`src/rtl/ttd_pkg.sv`:
```
/*
  Constants for the synchronous TFT panel timing generator: register byte
  offsets, field positions, reset values and bus widths.
  Assumes a 32-bit APB register bus and a single 25 MHz clock.
*/
`default_nettype none

package ttd_pkg;

  localparam int unsigned ADDR_W         = 8;
  localparam int unsigned DATA_W         = 32;
  localparam int unsigned PIX_W          = 24;
  localparam int unsigned PIN_N          = 7;
  localparam int unsigned SEL_W          = 2;

  // register byte offsets
  localparam logic [7:0]  OFS_CTRL       = 8'h00;
  localparam logic [7:0]  OFS_CLK        = 8'h04;
  localparam logic [7:0]  OFS_HTIME      = 8'h08;
  localparam logic [7:0]  OFS_HPOS       = 8'h0C;
  localparam logic [7:0]  OFS_VTIME      = 8'h10;
  localparam logic [7:0]  OFS_VPOS       = 8'h14;
  localparam logic [7:0]  OFS_OFFS       = 8'h18;
  localparam logic [7:0]  OFS_STROBE     = 8'h1C;
  localparam logic [7:0]  OFS_STATUS     = 8'h20;

  // control register fields
  localparam int unsigned CTRL_EN        = 0;
  localparam int unsigned CTRL_CLK_INV   = 1;
  localparam int unsigned CTRL_HS_LOW    = 2;
  localparam int unsigned CTRL_VS_LOW    = 3;
  localparam int unsigned CTRL_DE_LOW    = 4;
  localparam int unsigned CTRL_COMP_LSB  = 8;
  // clock register fields
  localparam int unsigned CLK_PER_LSB    = 0;
  localparam int unsigned CLK_OFF_LSB    = 16;
  localparam int unsigned CLK_UP_LSB     = 24;
  // generic 16-bit halves
  localparam int unsigned LO_LSB         = 0;
  localparam int unsigned HI_LSB         = 16;
  // strobe register fields
  localparam int unsigned DE_DLY_LSB     = 0;
  localparam int unsigned PIN_SEL_LSB    = 8;

  // pin source selections
  localparam logic [1:0]  SEL_LINE       = 2'h0;
  localparam logic [1:0]  SEL_FRAME      = 2'h1;
  localparam logic [1:0]  SEL_STROBE     = 2'h2;
  localparam logic [1:0]  SEL_WINDOW     = 2'h3;

  // period is in sixteenths of a base clock; one base clock is two half steps
  localparam logic [12:0] FRAC_ONE       = 13'h0010;
  localparam int unsigned HALF_PER_BASE  = 2;

  // reset values
  localparam logic [3:0]  RST_COMPS      = 4'h1;
  localparam logic [11:0] RST_CLK_PER    = 12'h020;
  localparam logic [7:0]  RST_CLK_OFF    = 8'h00;
  localparam logic [7:0]  RST_CLK_UP     = 8'h02;
  localparam logic [15:0] RST_LINE_LEN   = 16'h0030;
  localparam logic [15:0] RST_HS_W       = 16'h0008;
  localparam logic [15:0] RST_HBLANK     = 16'h0008;
  localparam logic [15:0] RST_HWIDTH     = 16'h0020;
  localparam logic [15:0] RST_FRAME_LEN  = 16'h0010;
  localparam logic [15:0] RST_VS_W       = 16'h00C0;
  localparam logic [15:0] RST_VBLANK     = 16'h0002;
  localparam logic [15:0] RST_VHEIGHT    = 16'h000C;
  localparam logic [15:0] RST_HS_OFF     = 16'h0000;
  localparam logic [15:0] RST_VS_OFF     = 16'h0000;
  localparam logic [7:0]  RST_DE_DLY     = 8'h00;
  // pin 0 carries line sync, pin 3 frame sync, pin 15 style strobe on pin 4
  localparam logic [13:0] RST_PIN_SEL    = 14'h3E64;

endpackage : ttd_pkg

`default_nettype wire

```
`src/rtl/ttd_timing_gen.sv`:
```
/*
  Synchronous TFT panel timing generator with APB register access.
  Assumes one clock, synchronous active-high reset, pixel source that
  presents the next pixel on pixel_in and takes it on pixel_take_out.
*/
// The implementer's own choices: the APB register port and the placing of the registers.
`default_nettype none

// Behaviour
// - panel clock, syncs, strobe and pixel bus
// - controls placed from local start points
// - accesses last whole base clocks
// - pixel data changes at start point
// - pixel bus is output only
// - falling-edge capture, clock runs continuously
// - line sync starts a new line
// - frame sync spans one full line sync; here a frame start point ends it sooner
// - strobe marks valid pixel data
// - clock and sync polarities selectable
// - pixel is components times panel clock
// - line period counted in panel clocks; here line_len counts pixels
// - line sync width in half steps
// - front blank then active width
// - rear blank fills rest of line
// - frame period counted in lines
// - frame sync width in half steps
// - front, active, rear vertical lines
// - panel clock edge offset, half steps
// - frame sync offset in half steps
// - line sync offset in half steps
// - strobe offset from data start point
// - seven assignable synchronous outputs
// - clock period in sixteenth base clocks
module ttd_timing_gen (
  input  wire logic                          ref_clk_in,
  input  wire logic                          srst_in,
  input  wire logic                          psel_in,
  input  wire logic                          penable_in,
  input  wire logic                          pwrite_in,
  input  wire logic [ttd_pkg::ADDR_W-1:0]    paddr_in,
  input  wire logic [ttd_pkg::DATA_W-1:0]    pwdata_in,
  output logic      [ttd_pkg::DATA_W-1:0]    prdata_out,
  output logic                               pready_out,
  output logic                               pslverr_out,
  input  wire logic [ttd_pkg::PIX_W-1:0]     pixel_in,
  output logic                               pixel_take_out,
  output logic                               panel_clk_out,
  output logic                               line_sync_out,
  output logic                               frame_sync_out,
  output logic                               data_valid_strobe_out,
  output logic      [ttd_pkg::PIX_W-1:0]     pixel_data_out,
  output logic      [ttd_pkg::PIN_N-1:0]     sync_pin_out
);
  import ttd_pkg::*;

  typedef struct packed {
    // software settings
    logic        enable;
    logic        clk_inv;
    logic        hs_low;
    logic        vs_low;
    logic        de_low;
    logic [3:0]  comps;
    logic [11:0] clk_period;
    logic [7:0]  clk_off;
    logic [7:0]  clk_up;
    logic [15:0] line_len;
    logic [15:0] hs_w;
    logic [15:0] front_horizontal_blank;
    logic [15:0] active_line_width;
    logic [15:0] frame_len;
    logic [15:0] vs_w;
    logic [15:0] front_vertical_blank;
    logic [15:0] active_frame_height;
    logic [15:0] hs_off;
    logic [15:0] vs_off;
    logic [7:0]  valid_strobe_delay;
    logic [13:0] pin_sel;
    // timing engine
    logic        base_ph;
    logic [12:0] acc;
    logic        started;
    logic [7:0]  acc_hs;
    logic [3:0]  comp;
    logic [15:0] h;
    logic [15:0] v;
    logic [15:0] line_hs;
    logic [23:0] frame_hs;
    logic        pclk;
    logic        hs;
    logic        vs;
    logic        vs_hs_began;
    logic        vs_hs_done;
    logic        de;
    logic        active;
    // pins and bus answer
    logic        o_pclk;
    logic        o_hs;
    logic        o_vs;
    logic        o_de;
    logic [6:0]  o_pins;
    logic [23:0] o_pix;
    logic        o_take;
    logic        pready;
    logic        pslverr;
    logic [31:0] prdata;
  } ttd_state_s;

  ttd_state_s s;
  ttd_state_s next_s;

  logic [PIN_N-1:0] pin_val;

  ////////////////////////////////////////////////////////////////////////////
  // general synchronous outputs: each picks one of four periodic sources
  genvar gi;
  generate
    for (gi = 0; gi < PIN_N; gi++) begin : g_pin
      always_comb begin
        unique case (s.pin_sel[gi*SEL_W +: SEL_W])
          SEL_LINE:   pin_val[gi] = next_s.o_hs;
          SEL_FRAME:  pin_val[gi] = next_s.o_vs;
          SEL_STROBE: pin_val[gi] = next_s.o_de;
          SEL_WINDOW: pin_val[gi] = next_s.active;
        endcase
      end
    end
  endgenerate

  ////////////////////////////////////////////////////////////////////////////
  always_comb begin
    logic [12:0] acc_sum;
    logic [12:0] per;
    logic        tick;
    logic [7:0]  hs_n;
    logic [3:0]  comps_eff;
    logic        line_start;
    logic        frame_start;
    logic [16:0] hs_end;
    logic [16:0] vs_end;
    logic [8:0]  up_pt;
    logic        in_h;
    logic        in_v;
    logic        hs_prev;
    acc_sum     = '0;
    per         = '0;
    tick        = 1'b0;
    hs_n        = '0;
    comps_eff   = '0;
    line_start  = 1'b0;
    frame_start = 1'b0;
    hs_end      = '0;
    vs_end      = '0;
    up_pt       = '0;
    in_h        = 1'b0;
    in_v        = 1'b0;
    hs_prev     = s.hs;

    next_s         = s;
    next_s.pready  = 1'b0;
    next_s.pslverr = 1'b0;
    next_s.o_take  = 1'b0;

    // apb: answer one cycle into the access phase, write lands on completion
    if (psel_in && penable_in && !s.pready) begin
      next_s.pready = 1'b1;
      next_s.prdata = '0;
      unique case (paddr_in)
        OFS_CTRL: begin
          next_s.prdata[CTRL_EN]               = s.enable;
          next_s.prdata[CTRL_CLK_INV]          = s.clk_inv;
          next_s.prdata[CTRL_HS_LOW]           = s.hs_low;
          next_s.prdata[CTRL_VS_LOW]           = s.vs_low;
          next_s.prdata[CTRL_DE_LOW]           = s.de_low;
          next_s.prdata[CTRL_COMP_LSB +: 4]    = s.comps;
        end
        OFS_CLK: begin
          next_s.prdata[CLK_PER_LSB +: 12]     = s.clk_period;
          next_s.prdata[CLK_OFF_LSB +: 8]      = s.clk_off;
          next_s.prdata[CLK_UP_LSB +: 8]       = s.clk_up;
        end
        OFS_HTIME:  next_s.prdata = {s.hs_w, s.line_len};
        OFS_HPOS:   next_s.prdata = {s.active_line_width, s.front_horizontal_blank};
        OFS_VTIME:  next_s.prdata = {s.vs_w, s.frame_len};
        OFS_VPOS:   next_s.prdata = {s.active_frame_height, s.front_vertical_blank};
        OFS_OFFS:   next_s.prdata = {s.vs_off, s.hs_off};
        OFS_STROBE: begin
          next_s.prdata[DE_DLY_LSB +: 8]       = s.valid_strobe_delay;
          next_s.prdata[PIN_SEL_LSB +: 14]     = s.pin_sel;
        end
        OFS_STATUS: next_s.prdata = {s.v, s.h};
        default:    next_s.pslverr = 1'b1;
      endcase
    end
    if (psel_in && penable_in && s.pready && pwrite_in) begin
      unique case (paddr_in)
        OFS_CTRL: begin
          next_s.enable  = pwdata_in[CTRL_EN];
          next_s.clk_inv = pwdata_in[CTRL_CLK_INV];
          next_s.hs_low  = pwdata_in[CTRL_HS_LOW];
          next_s.vs_low  = pwdata_in[CTRL_VS_LOW];
          next_s.de_low  = pwdata_in[CTRL_DE_LOW];
          next_s.comps   = pwdata_in[CTRL_COMP_LSB +: 4];
        end
        OFS_CLK: begin
          next_s.clk_period = pwdata_in[CLK_PER_LSB +: 12];
          next_s.clk_off    = pwdata_in[CLK_OFF_LSB +: 8];
          next_s.clk_up     = pwdata_in[CLK_UP_LSB +: 8];
        end
        OFS_HTIME: begin
          next_s.line_len = pwdata_in[LO_LSB +: 16];
          next_s.hs_w     = pwdata_in[HI_LSB +: 16];
        end
        OFS_HPOS: begin
          next_s.front_horizontal_blank = pwdata_in[LO_LSB +: 16];
          next_s.active_line_width      = pwdata_in[HI_LSB +: 16];
        end
        OFS_VTIME: begin
          next_s.frame_len = pwdata_in[LO_LSB +: 16];
          next_s.vs_w      = pwdata_in[HI_LSB +: 16];
        end
        OFS_VPOS: begin
          next_s.front_vertical_blank = pwdata_in[LO_LSB +: 16];
          next_s.active_frame_height  = pwdata_in[HI_LSB +: 16];
        end
        OFS_OFFS: begin
          next_s.hs_off = pwdata_in[LO_LSB +: 16];
          next_s.vs_off = pwdata_in[HI_LSB +: 16];
        end
        OFS_STROBE: begin
          next_s.valid_strobe_delay = pwdata_in[DE_DLY_LSB +: 8];
          next_s.pin_sel            = pwdata_in[PIN_SEL_LSB +: 14];
        end
        default: ;
      endcase
    end

    //////////////////////////////////////////////////////////////////////////
    // timing engine; one base clock is two cycles, so a cycle is a half step
    if (!s.enable) begin
      next_s.base_ph     = 1'b0;
      next_s.acc         = '0;
      next_s.started     = 1'b0;
      next_s.acc_hs      = '0;
      next_s.comp        = '0;
      next_s.h           = '0;
      next_s.v           = '0;
      next_s.line_hs     = '0;
      next_s.frame_hs    = '0;
      next_s.pclk        = 1'b1;
      next_s.hs          = 1'b0;
      next_s.vs          = 1'b0;
      next_s.vs_hs_began = 1'b0;
      next_s.vs_hs_done  = 1'b0;
      next_s.de          = 1'b0;
      next_s.active      = 1'b0;
    end else begin
      next_s.base_ph = ~s.base_ph;
      // period below one base clock is treated as one base clock
      per = (s.clk_period < FRAC_ONE[11:0]) ? FRAC_ONE : {1'b0, s.clk_period};
      // access starts only on a base clock boundary: whole base clocks long
      if (!s.base_ph) begin
        acc_sum = s.acc + FRAC_ONE;
        if (acc_sum >= per || !s.started) begin
          tick       = 1'b1;
          next_s.acc = s.started ? 13'(acc_sum - per) : '0;
        end else begin
          next_s.acc = acc_sum;
        end
      end

      // position counters advance on each local start point
      comps_eff = (s.comps == 4'h0) ? 4'h1 : s.comps;
      if (tick) begin
        next_s.started = 1'b1;
        if (s.started) begin
          if (s.comp >= 4'(comps_eff - 4'h1)) begin
            next_s.comp = '0;
            if (s.h >= 16'(s.line_len - 16'h0001)) begin
              next_s.h = '0;
              next_s.v = (s.v >= 16'(s.frame_len - 16'h0001)) ? '0
                                                               : 16'(s.v + 16'h0001);
            end else begin
              next_s.h = 16'(s.h + 16'h0001);
            end
          end else begin
            next_s.comp = 4'(s.comp + 4'h1);
          end
        end
        line_start  = (next_s.h == 16'h0000) && (next_s.comp == 4'h0);
        frame_start = line_start && (next_s.v == 16'h0000);
      end

      // half steps since the access, line and frame start points
      hs_n               = tick ? 8'h00 : ((s.acc_hs == 8'hFF) ? s.acc_hs : 8'(s.acc_hs + 8'h01));
      next_s.acc_hs      = hs_n;
      next_s.line_hs     = line_start ? 16'h0000 :
                           ((s.line_hs == 16'hFFFF) ? s.line_hs : 16'(s.line_hs + 16'h0001));
      next_s.frame_hs    = frame_start ? 24'h000000 :
                           ((s.frame_hs == 24'hFFFFFF) ? s.frame_hs
                                                       : 24'(s.frame_hs + 24'h000001));

      // panel clock falls at its offset and rises clk_up half steps later
      up_pt = {1'b0, s.clk_off} + {1'b0, s.clk_up};
      if (hs_n == s.clk_off) begin
        next_s.pclk = 1'b0;
      end else if ({1'b0, hs_n} == up_pt) begin
        next_s.pclk = 1'b1;
      end

      // line sync window measured from the line start point
      hs_end    = {1'b0, s.hs_off} + {1'b0, s.hs_w};
      next_s.hs = (next_s.line_hs >= s.hs_off) && ({1'b0, next_s.line_hs} < hs_end);

      // frame sync: offset and width, but only a frame start point ends it before a line sync has
      // both begun and finished inside it, so the panel sees one unless the frame ends first
      vs_end = {1'b0, s.vs_off} + {1'b0, s.vs_w};
      if (frame_start) begin
        next_s.vs          = 1'b0;
        next_s.vs_hs_began = 1'b0;
        next_s.vs_hs_done  = 1'b0;
      end
      if (!s.vs && (s.frame_hs[23:16] == 8'h00) && (next_s.frame_hs[15:0] == s.vs_off)
          && !(frame_start && s.vs_off != 16'h0000)) begin
        next_s.vs          = 1'b1;
        next_s.vs_hs_began = next_s.hs && !hs_prev;
        next_s.vs_hs_done  = 1'b0;
      end else if (s.vs) begin
        if (next_s.hs && !hs_prev) begin
          next_s.vs_hs_began = 1'b1;
        end
        if (!next_s.hs && hs_prev && s.vs_hs_began) begin
          next_s.vs_hs_done = 1'b1;
        end
        if ((next_s.frame_hs >= {7'h00, vs_end}) && next_s.vs_hs_done) begin
          next_s.vs = 1'b0;
        end
      end

      // active window: front blank, then active width; rear blank is the rest
      in_h = (s.h >= s.front_horizontal_blank) &&
             ({1'b0, s.h} < ({1'b0, s.front_horizontal_blank} +
                             {1'b0, s.active_line_width}));
      in_v = (s.v >= s.front_vertical_blank) &&
             ({1'b0, s.v} < ({1'b0, s.front_vertical_blank} +
                             {1'b0, s.active_frame_height}));
      if (tick) begin
        next_s.active = in_h && in_v && next_s.started && s.started;
        // data moves only at the start point; its position is not adjustable
        if (next_s.active) begin
          next_s.o_pix  = pixel_in;
          next_s.o_take = 1'b1;
        end
      end
      // strobe edges follow the start point of their data by the delay
      if (hs_n == s.valid_strobe_delay) begin
        next_s.de = next_s.active;
      end
    end

    // pin levels with polarity applied
    next_s.o_pclk = next_s.pclk ^ s.clk_inv;
    next_s.o_hs   = next_s.hs ^ s.hs_low;
    next_s.o_vs   = next_s.vs ^ s.vs_low;
    next_s.o_de   = next_s.de ^ s.de_low;
  end

  ////////////////////////////////////////////////////////////////////////////
  always_ff @(posedge ref_clk_in) begin
    if (srst_in) begin
      s                        <= '0;
      s.comps                  <= RST_COMPS;
      s.clk_period             <= RST_CLK_PER;
      s.clk_off                <= RST_CLK_OFF;
      s.clk_up                 <= RST_CLK_UP;
      s.line_len               <= RST_LINE_LEN;
      s.hs_w                   <= RST_HS_W;
      s.front_horizontal_blank <= RST_HBLANK;
      s.active_line_width      <= RST_HWIDTH;
      s.frame_len              <= RST_FRAME_LEN;
      s.vs_w                   <= RST_VS_W;
      s.front_vertical_blank   <= RST_VBLANK;
      s.active_frame_height    <= RST_VHEIGHT;
      s.hs_off                 <= RST_HS_OFF;
      s.vs_off                 <= RST_VS_OFF;
      s.valid_strobe_delay     <= RST_DE_DLY;
      s.pin_sel                <= RST_PIN_SEL;
      s.pclk                   <= 1'b1;
      s.o_pclk                 <= 1'b1;
    end else begin
      s        <= next_s;
      s.o_pins <= pin_val;
    end
  end

  // every pin comes straight from the state register; the pixel bus has no
  // input path at all
  assign prdata_out            = s.prdata;
  assign pready_out            = s.pready;
  assign pslverr_out           = s.pslverr;
  assign pixel_take_out        = s.o_take;
  assign panel_clk_out         = s.o_pclk;
  assign line_sync_out         = s.o_hs;
  assign frame_sync_out        = s.o_vs;
  assign data_valid_strobe_out = s.o_de;
  assign pixel_data_out        = s.o_pix;
  assign sync_pin_out          = s.o_pins;

endmodule : ttd_timing_gen

`default_nettype wire

```
`config.mk`:
```
export PLATFORM = sky130hd
export DESIGN_NAME = ttd_timing_gen
export DESIGN_NICKNAME = d
export VERILOG_FILES = /design/src/rtl/ttd_pkg.sv /design/src/rtl/ttd_timing_gen.sv
export SDC_FILE = /design/constraint.sdc
export NUM_CORES = 1
export LEC_CHECK = 0
export BUFFER_PORTS_ARGS = -buffer_cell sky130_fd_sc_hd__buf_2
export CAP_MARGIN = 25
export CORE_UTILIZATION = 45
export DETAILED_ROUTE_END_ITERATION = 8
export PLACE_DENSITY_LB_ADDON = 0.08
export SYNTH_ARGS = -nofsm -noshare
export SYNTH_HDL_FRONTEND = slang
export SYNTH_SLANG_ARGS = --single-unit
```
`constraint.sdc`:
```
create_clock -name ref_clk_in -period 8.6 [get_ports ref_clk_in]
set_clock_uncertainty 0.15 [all_clocks]
set_input_delay 2.58 -clock ref_clk_in [delete_from_list [all_inputs] [get_ports ref_clk_in]]
set_output_delay 2.58 -clock ref_clk_in [all_outputs]
set_load 0.05 [all_outputs]
```
==> results of run 1 <==
-- report_power, final --
part	internal, mW	leakage, nW	switching, mW
Combinational	0.0349	7.37	0.133
Sequential	1.84	3.19	0.00821
Clock	1.29	0.792	0.868
-- Yosys cell counts (all sizes together), types with 58 or more instances --
cell type / instances
nand3: 91
xnor2: 100
xor2: 75
clkbuf: 154
inv: 113
ha: 237
nor3: 60
o21ai: 116
dfxtp: 395
a21oi: 381
a21o: 58
buf: 96
nand2: 585
nor2: 229
-- kinds of logic after synthesis --
logic type	count (synthesis)	share of synthesized area
xor gates and xnor gates	175	0.05843
adders and majority gates	243	0.1176
DFF	395	0.3014
muxes	52	0.02037
AOI/OAI and AO/OA	882	0.2173
and+or+nand+nor	1250	0.2211
buffers and inverters	364	0.06377
-- layout make-up --
class,instances,area (µm²)
fillers,5706,28900
clock buffers,62,1323
well taps,765,957.2
multi-input cells,2602,16700
repair buffers,195,1155
clock inverters,23,324.1
inverters,114,427.9
flip-flops and latches,395,7908
-- how the worst max path moves through the flow --
stage	cells after the start	endpoint	start
2_1_floorplan	34	sync_pin_out[0]$_SDFF_PP0_	s[342]$_SDFFE_PP0P_
3_3_place_gp	30	sync_pin_out[5]$_SDFF_PP0_	s[342]$_SDFFE_PP0P_
3_5_place_dp	30	sync_pin_out[2]$_SDFF_PP0_	s[342]$_SDFFE_PP0P_
4_1_cts	30	sync_pin_out[5]$_SDFF_PP0_	s[342]$_SDFFE_PP0P_
5_1_grt	30	sync_pin_out[5]$_SDFF_PP0_	s[342]$_SDFFE_PP0P_
6_report	31	sync_pin_out[5]$_SDFF_PP0_	s[342]$_SDFFE_PP0P_
-- layer usage --
metal / vias up / wire, µm / track usage / part of all wire
li1: 11933 / - / - / -
met1: 12326 / 45700 / 0.4786 / 0.43
met2: 1167 / 45220 / 0.5279 / 0.43
met3: 260 / 8745 / 0.05475 / 0.083
met4: 2 / 5400 / 0.1670 / 0.051
met5: - / 11 / 0 / 0.00010
-- flip-flops by register name, indices dropped and copies added (netlist names) --
register               cells
data_valid_strobe_out      1
sync_pin_out               7
frame_sync_out             1
line_sync_out              1
prdata_out                32
s                        325
pready_out                 1
panel_clk_out              1
pixel_take_out             1
pixel_data_out            24
pslverr_out                1
-- worst min-delay path, stage by stage, from the launching register on --
cell	delay [ns]
dfxtp_1	0.31
nand2_1	0.05
a21oi_1	0.05
==> metrics.cfg, run 1 <==
[run_status]
outcome = finished, final reports clean

[timing]
whs_ns = 0.3064
worst_pin_slew_ns = 1.084
rsz0062_at_grt = no
tns_ns = 0
drv_slew = 0
max_freq_ghz = 0.1227
report.final.setup_viol = 0
fin_ws_ns = 0.4486
period_share = 0.9478
maxSlewHeadroom = 0.2764
min_period_ns = 8.151
hold_violations = 0

[grt]
grt_max_degree = 133
grt_pass1_wl_um = 156000
grt_pass1_vias = 24141
grt_antenna_before_repair = 2
grt_usage = 0.3478
grt.overflow.total = 0

[final_layout]
area_delta_synth_final_pct = 9.764
mostFrequentLayoutCell = nand2_1
post-route-util = 0.4991
fin_area_mm2 = 0.02879
antenna_cells = 0
final_cells = 4156
final_nets = 3667
final_cell_mix = 584 x nand2_1, 395 x dfxtp_1, 379 x a21oi_1
final_layout_size_suffix_gt1_frac = 0.1041

[setup_path]
max_stage_delay_ns = 0.66
critPathLaunchType = register
end_kind = register
cp.required_ns = 8.90
cp_max_fo = 14
path_class = register to register
crit_buf_inv = 1
timing.reg2reg.setup_slack_ns = 0.45
path_delay_family = compound AO/OA/AOI/OAI gates
reg2regPathDepth = 31
reg2reg_to = sync_pin_out[5]$_SDFF_PP0_
crit_arrival_ns = 8.45
critPathSlowestCell = a21oi_1
rr_startpoint = s[342]$_SDFFE_PP0P_

[pwr]
powerDensity_mw_per_mm2 = 145.1
p_leak_nw = 11.35
finalPower_mw = 4.178
vdd_drop_max_uv = 156.3

[cts]
cts-root-buf = clkbuf_16
insertion_delay_ns = 0.61
clock_sinks = 395
cts_setup_buffers = 0
numCtsBuffers = 47
htree_levels = 2
hold_buffers = 0
path_clk_slew_ns = 0.06
cts-resized-gates = 0
cts_tree = done
clockBufferDepth = 3

[routing]
route.detailed.drc = 0
drt-total-wl_um = 105100
vias_per_cell = 6.181
first_pass_iters = 6
post_drt_wl_per_cell_um = 25.28
ant_nets = 0
first_iter_violations = 2606
vias = 25688

[die]
rows = 88
die_w_um = 243.4
io_pins = 139
die_height_um = 243.4
start_util = 0.4547
core_mm2 = 0.05770
dieArea_mm2 = 0.05927

[placement]
io_buffers = 138
dp.cells = 4071
place_hpwl_um = 78800
pre_cts_slack_ns = 0.5299
gp_congestion = 0.9862
dpl_cell_area_mm2 = 0.02715

[yosys]
synth.distinct_cells = 90
synth_area_leaders = dfxtp_1 30%, ha_1 11%, nand2_1 8.4%
synth_ff_type = dfxtp_1
synthCells = 3361
synth.cell_area_mm2 = 0.02623
synth_area_per_cell_um2 = 7.805
synth_nets = 3673
yosysWarnings = 0
synth_edf_count = 0
async_reset_ff_frac = 0
ys_seq_area_frac = 0.3014
ys_ff_latch = 395
synth.top_cell.area_share = 0.3014
synth.largest_area_cell = dfxtp_1

[min_path]
hold_path.class = register to register
worstHoldPathCells = 2
holdCritStartpoint = s[162]$_SDFFE_PP0P_
worstHoldEndpoint = s[162]$_SDFFE_PP0P_

[run]
cap_violations = 0

(Power assumes the default switching activity.)
==> inputs of run 2 (changes only) <==
clock period = 7.5 ns   (was 8.6 ns; I/O delays follow)
==> metrics.cfg, run 2 (synthesis results as in run 1) <==
[setup_path]
cp.required_ns = 7.86  ; -1.04 ns
reg2regPathDepth = 31  ; unchanged
end_kind = register
cp-endpoint = sync_pin_out[1]$_SDFF_PP0_
startpoint = s[342]$_SDFFE_PP0P_
path_class = register to register
max_stage_delay_ns = 0.34  ; -0.32 ns
rr_startpoint = s[342]$_SDFFE_PP0P_
reg2reg_to = sync_pin_out[1]$_SDFF_PP0_
crit_arrival_ns = 7.50  ; -0.95 ns
timing.reg2reg.setup_slack_ns = 0.36  ; -0.08 ns
critPathSlowestCell = dfxtp_1
cp_max_fo = 42  ; +28
critPathLaunchType = register

[final_layout]
final_cell_mix = 584 x nand2_1, 395 x dfxtp_1, 379 x a21oi_1
top_register = s
multi_input_area_mm2 = 0.01679  ; +0.53%
largest_reg_flops = 325  ; unchanged
seqCellArea_mm2 = 0.007908  ; unchanged
final_layout_size_suffix_gt1_frac = 0.1117  ; +0.007598
post-route-util = 0.5042  ; +0.005162
final_nets = 3684  ; +0.46%
area_delta_synth_final_pct = 10.90
final_cells = 4178  ; +0.53%
mostFrequentLayoutCell = nand2_1
fillers = 5584  ; -2.1%

[grt]
grt.overflow.total = 0  ; unchanged
grt_pass1_wl_um = 154400  ; -1.1%
grt_max_degree = 100  ; -25%
grt_antenna_before_repair = 1  ; -1
grt_usage = 0.3434  ; -0.004375
grt_pass1_vias = 23933  ; -0.86%

[cts]
clockBufferDepth = 3  ; unchanged
cts_tree = done
path_clk_slew_ns = 0.06  ; about the same
numCtsBuffers = 47  ; unchanged
cts-root-buf = clkbuf_16
clock_sinks = 395  ; unchanged
hold_buffers = 0  ; unchanged
htree_levels = 2  ; unchanged
insertion_delay_ns = 0.62  ; about the same

[routing]
ant_nets = 0  ; unchanged
first_iter_violations = 2661  ; +2.1%
vias = 25570  ; -0.46%
first_pass_iters = 9  ; +3
post_drt_wl_per_cell_um = 24.85  ; -1.7%
vias_per_cell = 6.120  ; -0.98%
drt-total-wl_um = 103800  ; -1.2%
route.detailed.drc = 0  ; unchanged

[die]
rows = 88  ; unchanged
start_util = 0.4547  ; unchanged
io_pins = 139  ; unchanged
die_w_um = 243.4  ; unchanged
die_height_um = 243.4  ; unchanged
dieArea_mm2 = 0.05927  ; unchanged
core_mm2 = 0.05770  ; unchanged

[run]
cap_violations = 0  ; unchanged

[pwr]
power_frac_clock = 0.518  ; about the same
p_leak_nw = 11.51  ; +1.4%
powerDensity_mw_per_mm2 = 165.4  ; +14%
pwr-share-seq = 0.440  ; -0.002
pwr-share-comb = 0.041  ; about the same
swShare = 0.2433  ; +0.001652
vdd_drop_max_uv = 179.6  ; +15%
p_int_mw = 3.641  ; +15%
switchingPower_mw = 1.171  ; +16%

[timing]
period_share = 0.9514  ; +0.003594
hold_violations = 0  ; unchanged
min_period_ns = 7.136  ; -1.016 ns
max_freq_ghz = 0.1401  ; +14%
tns_ns = 0  ; unchanged
whs_ns = 0.3095  ; +0.003135 ns
worst_pin_slew_ns = 0.9635  ; -0.1208 ns
maxSlewHeadroom = 0.3561  ; +0.07973
report.final.setup_viol = 0  ; unchanged
drv_slew = 0  ; unchanged
fin_ws_ns = 0.3643  ; -0.08434 ns

[min_path]
hold_path.class = register to register

[placement]
dp.cells = 4084  ; +0.32%
io_buffers = 138  ; unchanged
pre_cts_slack_ns = -0.003400  ; -0.5333 ns
gp_congestion = 0.9847  ; -0.15%
place_hpwl_um = 77640  ; -1.5%

[run_status]
outcome = finished, final reports clean

==> run 2: cell types whose count changed in the layout (fill, tap and decap cells not counted), moves of 2 or more <==
| cell | change |
|---|---|
| a2111oi_1 | +3 |
| buf_4 | +14 |
| clkinv_2 | +6 |
| a2111oi_0 | -4 |
| clkbuf_8 | +2 |
| buf_16 | +2 |
| diode_2 | +2 |
| clkinvlp_4 | -2 |
| nor3_1 | -2 |
| inv_6 | -2 |
==> run 2: stage by stage <==
step | power, mW | area (µm²)
finish | 4.812 | 29090
global route | 4.941 | 29090
CTS | 4.845 | 28930
detailed placement | 2.357 | 27250
global placement | 2.356 | 27220
floorplan | 2.274 | 26230
==> run 2: how the worst min path moves through the flow <==
stage / depth (start not counted) / to / startpoint
floorplan: 2 / s[162]$_SDFFE_PP0P_ / s[162]$_SDFFE_PP0P_
global placement: 2 / s[162]$_SDFFE_PP0P_ / s[162]$_SDFFE_PP0P_
detailed placement: 2 / s[162]$_SDFFE_PP0P_ / s[162]$_SDFFE_PP0P_
CTS: 2 / s[162]$_SDFFE_PP0P_ / s[162]$_SDFFE_PP0P_
global route: 2 / s[162]$_SDFFE_PP0P_ / s[162]$_SDFFE_PP0P_
finish: 2 / s[162]$_SDFFE_PP0P_ / s[162]$_SDFFE_PP0P_
==> run 2: power groups by stage <==
stage	Sequential, mW	Combinational (mW)	Clock, mW
2_1_floorplan	2.16	0.113	0
3_3_place_gp	2.16	0.192	0
3_5_place_dp	2.16	0.193	0
4_1_cts	2.12	0.193	2.53
5_1_grt	2.12	0.204	2.62
6_report	2.12	0.200	2.49
==> run 2: routing by layer <==
metal  up-vias  global-route usage  wire length (µm)
li1      11957                   -                 -
met1     12330              0.4789             45480
met2      1089              0.5288             45700
met3       192             0.04847              8448
met4         2              0.1408              4199
met5         -                   0                11
==> run 2: repair_timing <==
action,in CTS,in global routing
resized for setup,2,15
pin swaps,0,4
endpoints found under the setup margin,6,9
buffers inserted,0,1
==> run 2: area by class of cell <==
class / instances / area share
diodes: 2 / 0.0001720
multi-input cells: 2602 / 0.5771
inverters: 114 / 0.01471
flip-flops and latches: 395 / 0.2718
clock inverters: 24 / 0.01028
repair buffers: 212 / 0.04589
clock buffers: 64 / 0.04714
well taps: 765 / 0.03290
==> run 2: worst max-delay path: cells and delay by family (launching register included) <==
family                   cells  cell delay, ns
buffers and inverters        2            0.40
AO/OA/AOI/OAI               14            2.83
XOR/XNOR                     1            0.19
flip-flops                   1            0.34
adder cells (fa/ha/maj)      2            0.58
AND/OR/NAND/NOR             12            2.53
